<file path="src/rtl/light_cmp_regs.svh">
// Purpose: register map, field positions and timing of the light comparators
// Assumes: 8-bit registers on the device's own register port
// Notes:   definitions only
`ifndef LIGHT_CMP_REGS_SVH
`define LIGHT_CMP_REGS_SVH
// offsets
`define LCMP_STATUS_OFS   8'h30
`define LCMP_S1_CFG_OFS   8'h31
`define LCMP_S2_CFG_OFS   8'h32
// reset values
`define LCMP_STATUS_RST   4'h0
`define LCMP_CFG_RST      6'h00
// status register fields, sensor n adds n (flags add 2n)
`define LCMP_OFF_FLAG_POS 4
`define LCMP_DRK_FLAG_POS 5
`define LCMP_IEN_POS      2
`define LCMP_INEN_POS     0
// sensor config fields
`define LCMP_MEASURE_COUNT_SEL_HI      5
`define LCMP_MEASURE_COUNT_SEL_LO      3
`define LCMP_FORCE_POS    2
`define LCMP_DRK_EN_POS   1
`define LCMP_OFF_EN_POS   0
// timing: one measurement slot
`define LCMP_MEAS_TIME_NS 80000000
`define LCMP_CLK_NS       4
`define LCMP_MEAS_CYCLES  (`LCMP_MEAS_TIME_NS / `LCMP_CLK_NS)
`endif

</file>
<file path="src/rtl/light_cmp_pkg.sv">
// Purpose: shared types of the light comparator block
// Assumes: nothing
// Notes:   constants live in light_cmp_regs.svh
package light_cmp_pkg;
   // conversion sequencer, one-hot
   typedef enum logic [2:0]
   {
      ST_IDLE    = 3'h1,
      ST_CONVERT = 3'h2,
      ST_DONE    = 3'h4
   } chan_state_t;
endpackage

</file>
<file path="src/rtl/light_chan_if.sv">
// Purpose: carrier between register logic and one sensor channel
// Assumes: single clock domain
// Notes:   ctrl side drives config, chan side drives flags
`timescale 1ns/1ns
interface light_chan_if;
   logic       input_en;     // sensor input enabled
   logic       dark_en;      // dark comparator enabled
   logic       office_en;    // office comparator enabled
   logic [2:0] measure_count_sel_sel;     // log2 of agreeing measurements
   logic       tick;         // measurement slot strobe
   logic       force_req;    // forced conversion pending
   logic       dark_below;   // input under dark trip
   logic       dark_above;   // input over dark trip + hysteresis
   logic       off_below;    // input under office trip
   logic       off_above;    // input over office trip + hysteresis
   logic       dark_flag;    // dark level result
   logic       office_flag;  // office level result
   logic       force_done;   // forced conversion finished, pulse
   modport ctrl (output input_en, dark_en, office_en, measure_count_sel_sel, tick,
                 force_req, dark_below, dark_above, off_below, off_above,
                 input dark_flag, office_flag, force_done);
   modport chan (input input_en, dark_en, office_en, measure_count_sel_sel, tick,
                 force_req, dark_below, dark_above, off_below, off_above,
                 output dark_flag, office_flag, force_done);
endinterface

</file>
<file path="src/rtl/light_chan.sv">
// Purpose: one sensor channel: filter, level flags, conversion sequencer
// Assumes: comparator results are synchronous digital levels
// Notes:   a forced conversion bypasses the filter count
`timescale 1ns/1ns
`include "light_cmp_regs.svh"
module light_chan
(
   // clock and reset
   input  wire logic  clk,
   input  wire logic  sys_rst,
   input  wire logic  ce,
   // register side
   light_chan_if.chan ch
);
   light_cmp_pkg::chan_state_t state_q, state_d;  // sequencer
   logic       dark_q, dark_d;                    // dark flag
   logic       off_q, off_d;                      // office flag
   logic [7:0] cnt_q, cnt_d;                      // disagreeing runs
   logic       forced_q, forced_d;                // conversion was forced
   logic       tgt_dark;                          // wanted dark level
   logic       tgt_off;                           // wanted office level
   logic [7:0] need;                              // measurements needed

   // -------------------------------------------
   // level decision with hysteresis
   // -------------------------------------------
   always_comb
   begin
      // set below trip, clear above trip + hysteresis, else hold
      tgt_dark = ch.input_en & ch.dark_en &
                 (dark_q ? !ch.dark_above : ch.dark_below);
      // dark level implies office level when office is enabled: dark wins
      tgt_off  = ch.input_en & ch.office_en &
                 (tgt_dark |
                  (off_q ? !ch.off_above : ch.off_below));
      need     = 8'h01 << ch.measure_count_sel_sel;
   end

   // -------------------------------------------
   // sequencer and filter
   // -------------------------------------------
   always_comb
   begin
      state_d  = state_q;
      dark_d   = dark_q;
      off_d    = off_q;
      cnt_d    = cnt_q;
      forced_d = forced_q;
      case (state_q)
         light_cmp_pkg::ST_IDLE:
         begin
            // slot strobe on an enabled input, or a pending force, starts a conversion
            if (ch.force_req || (ch.tick && ch.input_en))
            begin
               state_d  = light_cmp_pkg::ST_CONVERT;
               forced_d = ch.force_req;
            end
         end
         light_cmp_pkg::ST_CONVERT:
         begin
            state_d = light_cmp_pkg::ST_DONE;
            if (tgt_dark == dark_q && tgt_off == off_q)
            begin
               // agreement breaks any run of changes
               cnt_d = 8'h00;
            end
            else if (forced_q || (cnt_q + 8'h01) >= need)
            begin
               dark_d = tgt_dark;
               off_d  = tgt_off;
               cnt_d  = 8'h00;
            end
            else
            begin
               cnt_d = cnt_q + 8'h01;
            end
         end
         light_cmp_pkg::ST_DONE:
         begin
            // flags are valid here, so a force may retire
            state_d  = light_cmp_pkg::ST_IDLE;
            forced_d = 1'b0;
         end
         default:
         begin
            state_d = light_cmp_pkg::ST_IDLE;
         end
      endcase
   end

   // registers, frozen while ce is low
   always_ff @(posedge clk)
   begin
      if (sys_rst)
      begin
         state_q  <= light_cmp_pkg::ST_IDLE;
         dark_q   <= 1'b0;
         off_q    <= 1'b0;
         cnt_q    <= 8'h00;
         forced_q <= 1'b0;
      end
      else if (ce)
      begin
         state_q  <= state_d;
         dark_q   <= dark_d;
         off_q    <= off_d;
         cnt_q    <= cnt_d;
         forced_q <= forced_d;
      end
   end

   assign ch.dark_flag   = dark_q;
   assign ch.office_flag = off_q;
   assign ch.force_done  = ce && forced_q &&
                           (state_q == light_cmp_pkg::ST_DONE);

   // -------------------------------------------
   // checks
   // -------------------------------------------
   AST_SEQ: assert property (@(posedge clk) disable iff (sys_rst)
      (ce && state_q == light_cmp_pkg::ST_CONVERT) |=>
      state_q == light_cmp_pkg::ST_DONE)
      else $error("conversion did not reach done");
   AST_PRIO: assert property (@(posedge clk) disable iff (sys_rst)
      (state_q == light_cmp_pkg::ST_DONE && $changed(dark_q) &&
       dark_q && ch.office_en) |-> off_q)
      else $error("dark level without office level");
   AST_DRK_OFF: assert property (@(posedge clk) disable iff (sys_rst)
      ($changed(dark_q) && dark_q) |-> $past(ch.dark_en))
      else $error("disabled dark comparator set its flag");
   AST_OFF_OFF: assert property (@(posedge clk) disable iff (sys_rst)
      ($changed(off_q) && off_q) |-> $past(ch.office_en))
      else $error("disabled office comparator set its flag");
   AST_FILTER: assert property (@(posedge clk) disable iff (sys_rst)
      ($changed(dark_q) || $changed(off_q)) |->
      ($past(forced_q) || ($past(cnt_q) + 8'h01) >= $past(need)))
      else $error("level changed before filter count");
endmodule

</file>
<file path="src/rtl/light_cmp_ctrl.sv">
// Purpose: comparator status/config registers for two light sensors
// Assumes: register port already decoded from the serial bus
// Notes:   read data appears one cycle after reg_rd
`timescale 1ns/1ns
`include "light_cmp_regs.svh"
//
// Behaviour
// bit 7: sensor two dark result
// bit 6: sensor two office result
// bit 5: sensor one dark result
// bit 4: sensor one office result
// bits 3,2: per-sensor interrupt enables
// bits 1,0: per-sensor input enables
// filter field: two-power agreeing measurements needed
// one measurement slot every 0.08 s
// writing force bit runs one conversion
// force bit self-clears after flags are valid
// config bit 1 enables dark comparator
// config bit 0 enables office comparator
// dark decision overrides office decision
// office flag: set below trip, clear above hysteresis
// dark flag: set below trip, clear above hysteresis
// enabled flag change raises interrupt
module light_cmp_ctrl
#(
   parameter int MEAS_CYCLES = `LCMP_MEAS_CYCLES  // cycles per slot
)
(
   // clock and reset
   input  wire logic       clk,
   input  wire logic       sys_rst,
   input  wire logic       ce,
   // register port
   input  wire logic [7:0] reg_addr,
   input  wire logic       reg_wr,
   input  wire logic [7:0] reg_wdata,
   input  wire logic       reg_rd,
   output logic      [7:0] reg_rdata,
   // analogue comparator results, index 0 is sensor one
   input  wire logic [1:0] dark_below,
   input  wire logic [1:0] dark_above,
   input  wire logic [1:0] off_below,
   input  wire logic [1:0] off_above,
   // interrupt toward host, one-cycle pulse
   output logic            irq
);
   localparam int TW = $clog2(MEAS_CYCLES + 1);

   // -------------------------------------------
   // parameter check
   // -------------------------------------------
   if (MEAS_CYCLES < 2)
   begin : g_bad_meas
      $error("MEAS_CYCLES must be at least 2");
   end

   logic [3:0]    ctrl_q, ctrl_d;        // ien and input enables
   logic [5:0]    cfg_q [2];             // filter, force, enables
   logic [5:0]    cfg_d [2];
   logic [TW-1:0] tick_q, tick_d;        // slot counter
   logic          slot_q, slot_d;        // slot strobe
   logic [7:0]    rdata_q, rdata_d;      // read answer
   logic          irq_q, irq_d;          // interrupt pulse
   logic [1:0]    dark_v;                // dark flags per sensor
   logic [1:0]    off_v;                 // office flags per sensor
   logic [1:0]    fdone_v;               // force retire pulses
   logic [1:0]    dark_p_q, dark_p_d;    // flags last cycle
   logic [1:0]    off_p_q, off_p_d;
   logic [7:0]    status;                // assembled status byte
   logic [7:0]    cfg_addr [2];          // config offsets

   assign cfg_addr[0] = `LCMP_S1_CFG_OFS;
   assign cfg_addr[1] = `LCMP_S2_CFG_OFS;

   // -------------------------------------------
   // sensor channels
   // -------------------------------------------
   for (genvar i = 0; i < 2; i++)
   begin : g_ch
      light_chan_if ch ();
      assign ch.input_en   = ctrl_q[`LCMP_INEN_POS + i];
      assign ch.dark_en    = cfg_q[i][`LCMP_DRK_EN_POS];
      assign ch.office_en  = cfg_q[i][`LCMP_OFF_EN_POS];
      assign ch.measure_count_sel_sel   = cfg_q[i][`LCMP_MEASURE_COUNT_SEL_HI:`LCMP_MEASURE_COUNT_SEL_LO];
      assign ch.tick       = slot_q;
      assign ch.force_req  = cfg_q[i][`LCMP_FORCE_POS];
      assign ch.dark_below = dark_below[i];
      assign ch.dark_above = dark_above[i];
      assign ch.off_below  = off_below[i];
      assign ch.off_above  = off_above[i];
      assign dark_v[i]     = ch.dark_flag;
      assign off_v[i]      = ch.office_flag;
      assign fdone_v[i]    = ch.force_done;
      light_chan u_chan
      (
         .clk     (clk),
         .sys_rst (sys_rst),
         .ce      (ce),
         .ch      (ch)
      );
   end

   // status byte: flags high, enables low
   always_comb
   begin
      status = {dark_v[1], off_v[1], dark_v[0], off_v[0],
                ctrl_q};
   end

   // -------------------------------------------
   // measurement slot timer
   // -------------------------------------------
   always_comb
   begin
      // a long slot keeps conversions rare and power low
      slot_d = 1'b0;
      tick_d = tick_q + TW'(1);
      if (tick_q == TW'(MEAS_CYCLES - 1))
      begin
         tick_d = '0;
         slot_d = 1'b1;
      end
   end

   // -------------------------------------------
   // register writes, reads and interrupt
   // -------------------------------------------
   always_comb
   begin
      ctrl_d   = ctrl_q;
      rdata_d  = rdata_q;
      dark_p_d = dark_v;
      off_p_d  = off_v;
      // a change on an enabled sensor gives one pulse
      irq_d    = |(((dark_v ^ dark_p_q) | (off_v ^ off_p_q)) &
                   ctrl_q[`LCMP_IEN_POS +: 2]);
      if (reg_wr && reg_addr == `LCMP_STATUS_OFS)
      begin
         // flag bits are read-only
         ctrl_d = reg_wdata[3:0];
      end
      for (int k = 0; k < 2; k++)
      begin
         cfg_d[k] = cfg_q[k];
         if (fdone_v[k])
         begin
            cfg_d[k][`LCMP_FORCE_POS] = 1'b0;
         end
         // a write landing with the retire wins, so a new force stays
         if (reg_wr && reg_addr == cfg_addr[k])
         begin
            cfg_d[k] = reg_wdata[5:0];
         end
      end
      if (reg_rd)
      begin
         // unmapped offsets and unused bits read zero
         rdata_d = 8'h00;
         if (reg_addr == `LCMP_STATUS_OFS)
         begin
            rdata_d = status;
         end
         else if (reg_addr == cfg_addr[0])
         begin
            rdata_d = {2'b00, cfg_q[0]};
         end
         else if (reg_addr == cfg_addr[1])
         begin
            rdata_d = {2'b00, cfg_q[1]};
         end
      end
   end

   // state registers, frozen while ce is low
   always_ff @(posedge clk)
   begin
      if (sys_rst)
      begin
         ctrl_q   <= `LCMP_STATUS_RST;
         cfg_q[0] <= `LCMP_CFG_RST;
         cfg_q[1] <= `LCMP_CFG_RST;
         tick_q   <= '0;
         slot_q   <= 1'b0;
         rdata_q  <= 8'h00;
         irq_q    <= 1'b0;
         dark_p_q <= 2'b00;
         off_p_q  <= 2'b00;
      end
      else if (ce)
      begin
         ctrl_q   <= ctrl_d;
         cfg_q[0] <= cfg_d[0];
         cfg_q[1] <= cfg_d[1];
         tick_q   <= tick_d;
         slot_q   <= slot_d;
         rdata_q  <= rdata_d;
         irq_q    <= irq_d;
         dark_p_q <= dark_p_d;
         off_p_q  <= off_p_d;
      end
   end

   assign reg_rdata = rdata_q;
   assign irq       = irq_q;

   // -------------------------------------------
   // checks
   // -------------------------------------------
   AST_FORCE_CLR: assert property (@(posedge clk) disable iff (sys_rst)
      (ce && fdone_v[0] && !(reg_wr && reg_addr == `LCMP_S1_CFG_OFS)) |=>
      !cfg_q[0][`LCMP_FORCE_POS])
      else $error("force bit not cleared after conversion");
   AST_FORCE_HOLD: assert property (@(posedge clk) disable iff (sys_rst)
      (ce && cfg_q[1][`LCMP_FORCE_POS] && !fdone_v[1] && !reg_wr) |=>
      cfg_q[1][`LCMP_FORCE_POS])
      else $error("force bit dropped before conversion ended");
   AST_RD_STAT: assert property (@(posedge clk) disable iff (sys_rst)
      (ce && reg_rd && reg_addr == `LCMP_STATUS_OFS) |=>
      reg_rdata == {$past(dark_v[1]), $past(off_v[1]),
                    $past(dark_v[0]), $past(off_v[0]), $past(ctrl_q)})
      else $error("status read does not match flags");
   AST_CTRL_WR: assert property (@(posedge clk) disable iff (sys_rst)
      (ce && reg_wr && reg_addr == `LCMP_STATUS_OFS) ##1
      (ce && reg_rd && !reg_wr && reg_addr == `LCMP_STATUS_OFS) |=>
      reg_rdata[3:0] == $past(reg_wdata[3:0], 2))
      else $error("enable bits not written");
   AST_IRQ: assert property (@(posedge clk) disable iff (sys_rst)
      (ce && $changed(dark_v[0]) && ctrl_q[`LCMP_IEN_POS]) |=> irq)
      else $error("enabled flag change without interrupt");
   AST_NO_IRQ: assert property (@(posedge clk) disable iff (sys_rst)
      (ce && ctrl_q[`LCMP_IEN_POS +: 2] == 2'b00) |=> !irq)
      else $error("interrupt while both sensors masked");
   AST_TICK: assert property (@(posedge clk) disable iff (sys_rst)
      $rose(slot_q) |-> $past(tick_q) == TW'(MEAS_CYCLES - 1))
      else $error("slot strobe off period");
endmodule

</file>
<file path="config.mk">
export PLATFORM = sky130hd
export DESIGN_NAME = light_cmp_ctrl
export DESIGN_NICKNAME = d
export VERILOG_FILES = /design/src/rtl/light_cmp_pkg.sv /design/src/rtl/light_chan_if.sv /design/src/rtl/light_chan.sv /design/src/rtl/light_cmp_ctrl.sv
export VERILOG_INCLUDE_DIRS = /design/src /design/src/rtl
export SDC_FILE = /design/constraint.sdc
export NUM_CORES = 1
export LEC_CHECK = 0
export BUFFER_PORTS_ARGS = -buffer_cell sky130_fd_sc_hd__buf_2
export CORE_MARGIN = 5
export CORE_UTILIZATION = 60
export DETAILED_ROUTE_END_ITERATION = 6
export PLACE_DENSITY = 0.81
export RECOVER_POWER = 100
export SLEW_MARGIN = 20
export SYNTH_ARGS = -nofsm -noshare
export SYNTH_HDL_FRONTEND = slang
export SYNTH_SLANG_ARGS = --single-unit
</file>
<file path="constraint.sdc">
create_clock -name clk -period 2.9 [get_ports clk]
set_input_delay 0.58 -clock clk [delete_from_list [all_inputs] [get_ports clk]]
set_output_delay 0.58 -clock clk [all_outputs]
set_load 0.05 [all_outputs]
</file>
==> metrics.md <==
| Metric | Value |
|---|---|
| Outcome | `complete, no violations` |
| Buffers on Ports | `35` |
| Crit path launch | `ce` |
| Clk slew on worst S/H paths | `90 ps` |
| Worst path depth | `7` |
| RR Startpoint | `cfg_q[0][3]` |
| Total core area | `7330 um2` |
| Post-route setup slack | `236 ps` |
| Hold Path End | `g_ch[1].u_chan.cnt_q[7]` |
| Worst Path Arrival | `2730 ps` |
| CP Cell Sequence | `clkbuf_1, clkbuf_1, nand3b_1, nor4_1, clkbuf_1, or2_0, o21bai_1` |
| Max Cap Viol | `0` |
| Cells after Synth | `544` |
| Endpoint class of the critical path | `flop` |
| Global-route wire length before repair | `17400 um` |
| Ratio of cells with drive above 1 in the final layout | `10.8%` |
| Syn Std Cell Area | `4540 um2` |
| Pleak | `0.00195 uW` |
| Setup TNS | `0 ps` |
| Fin. Hold Viols | `0` |
| Drt initial violations | `161` |
| DP HPWL | `7240 um` |
| Syn avg cell area | `8.35 um2` |
| Hold Path Depth | `2` |
| Slew Limit Fails | `0` |
| Wire per inst | `14.6 um` |
| Tot GR Track Use | `21.7%` |
| Power Dens Cells | `436 nW/um2` |
| Crit path time final | `2660 ps` |
| CP bufs+invs | `3` |
| Die width | `97.0 um` |
| RSZ-0062 raised after global routing | `no` |
| Final setup vio count | `0` |
| Worst-Skew Late Latency | `360 ps` |
| Yosys top cell by area | `dfxtp_1` |
| VDD IR-drop max | `399 uV` |
| Slew at the pin closest to its max-slew limit | `1010 ps` |
| Sequential area share after synthesis | `39.2%` |
| Total power | `2170 uW` |
| Cell row count | `31` |
| Multi-input gate area | `2570 um2` |
| Final Util | `67.9%` |
| CTS tree | `done` |
| R2r endpoint | `g_ch[0].u_chan.ch.dark_flag` |
| CP delay by family, top | `buffers and inverters` |
| Num CTS Buffers | `9` |
| Seq. cell area | `1780 um2` |
| Total gr overflow | `0` |
| Initial core utilization | `62.0%` |
| RD Place Congestion | `0.824` |
| R2R setup slack | `260 ps` |
| CP max stage delay | `780 ps` |
| Setup crit start kind | `input pin` |
| Synth top area share | `31.3%` |
| Max Clock Skew | `14.6 ps` |
| Clock Sinks | `83` |
| Period utilization | `91.9%` |
| Drt drc | `0` |
| Routed Wire Length | `9920 um` |
| Hold path start | `g_ch[1].u_chan.cnt_q[7]` |
| Die area | `9410 um2` |
| Slowest cell on crit path | `clkbuf_1` |
| Final nets | `624` |
| Post-CTS Hold Buffers | `0` |
| Total iterations of the first detailed-routing run | `5` |
| Max Fclk | `375 MHz` |
| WP data required | `2970 ps` |
| Die height | `97.0 um` |
| Fraction of registers with async set/reset | `0%` |
| CTS max path bufs | `2` |
| Area Overhead vs Synth | `9.47%` |
| Hold Crit Class | `reg -> reg` |
| Fill count | `608` |
| Worst Path Max Fanout | `18` |
| Most common library cells after synthesis | `71 x dfxtp_1, 68 x nor2_1, 50 x nand2_1, 44 x a21oi_1, 43 x nand3_1` |
| Flops & latches, synth | `83` |
| Ports | `38` |
| Clock Root Buffer | `clkbuf_8` |
| Main synth FF type | `dfxtp_1` |
| Initial antenna violation count | `0` |
| EDFF count, synth | `12` |
| Post-place setup slack | `184 ps` |
| Synth top area cells | `dfxtp_1 31%, edfxtp_1 7.9%, nor2_1 5.6%` |
| Vias in the first global route | `3953` |
| Critical path class | `in -> reg` |
| N_diodes | `0` |
| Vias per Instance | `5.96` |
| Reg2Reg Depth | `7` |
| Antenna Nets Post-Route | `0` |
| Vias | `4053` |
| # H-tree levels | `3` |
| Most frequent cell after synthesis | `dfxtp_1` |
| Yosys synthesis warning count | `0` |
| Net Count, Synth | `592` |
| Crit-path most repeated cell | `clkbuf_1` |
| Slew margin rel. | `32.4%` |
| Largest net degree at the start of global routing | `53` |
| Cell variety after synth | `59` |
==> sequential cells by signal, indices dropped and copies added, names as in the netlist, 4 cells and up <==
name / flops
cfg_q: 12
ctrl_q: 4
g_ch.u_chan.cnt_q: 16
g_ch.u_chan.state_q: 6
reg_rdata: 8
tick_q: 25
==> routing by layer <==
layer / GRT usage (%) / up-vias / part of all wire, %
met5: 0 / - / 0
met4: 6.80 / 0 / 1.6
li1: - / 1989 / -
met3: 5.11 / 15 / 5.2
met1: 26.4 / 1938 / 44
met2: 37.9 / 111 / 49
==> layout make-up <==
class / instances / share of cell area, %
multi-input combinational: 418 / 51.6
inverter: 15 / 1.13
clock buffer: 11 / 3.07
sequential: 83 / 35.8
clock inverter: 5 / 0.830
tap: 99 / 2.49
timing repair buffer: 49 / 5.08
==> cells in the final DEF (no fill, tap or decap), types with 10 or more instances in the layout <==
| cell type | instances |
|---|---|
| nand2_1 | 50 |
| dfxtp_1 | 71 |
| a21oi_1 | 44 |
| buf_2 | 24 |
| mux2i_1 | 11 |
| nor2_1 | 68 |
| o21ai_0 | 12 |
| nand3_1 | 43 |
| xnor2_1 | 10 |
| buf_4 | 10 |
| and2_1 | 10 |
| clkbuf_1 | 15 |
| ha_1 | 19 |
| inv_1 | 14 |
| xor2_1 | 28 |
| nor3_1 | 16 |
| edfxtp_1 | 12 |
==> worst min-delay path: cells and delay by family, from the launching register on <==
family	cells	cell delay [ps]
DFF	1	320
and+or+nand+nor	1	50
AOI/OAI and AO/OA	1	50
==> worst max-delay path by stage <==
stage	endpoint	slack, ps
6_report	cfg_q[0][8]	240
5_1_grt	g_ch[0].u_chan.cnt_q[2]	2
3_3_place_gp	g_ch[0].u_chan.cnt_q[5]	230
3_5_place_dp	g_ch[0].u_chan.cnt_q[5]	180
2_1_floorplan	g_ch[0].u_chan.cnt_q[2]	290
4_1_cts	g_ch[0].u_chan.cnt_q[2]	140
==> per-stage QoR <==
step	hold WS (ps)	area [um2]	cells
floorplan	444	4540	544
global placement	451	4810	663
detailed placement	464	4810	663
CTS	475	5000	679
global route	506	4970	680
finish	468	4970	680
==> cells by family (layout without fill, tap and decap cells) <==
group                      count (synthesis)  in the layout  share of synthesized area (%)
and+or+nand+nor                          257            257                           28.6
xor gates and xnor gates                  38             38                           7.32
buffers and inverters                     43             80                           4.18
AOI/OAI and AO/OA                         93             93                           13.0
adders and majority gates                 19             19                           5.23
DFF                                       83             83                           39.2
muxes                                     11             11                           2.42
==> report_power, final <==
group	leakage (uW)	total (uW)	internal (uW)	switching, uW
clock	0.0000917	810	371	439
combinational	0.00117	150	57.1	93.0
sequential	0.000687	1210	1180	25.4
total	0.00195	2170	1610	557
==> repair_timing <==
action / 4_1_cts / 5_1_grt
gates resized for setup: 0 / 2
setup endpoints to repair: 0 / 16
setup buffers: 0 / 1
(Power assumes the default switching activity.)
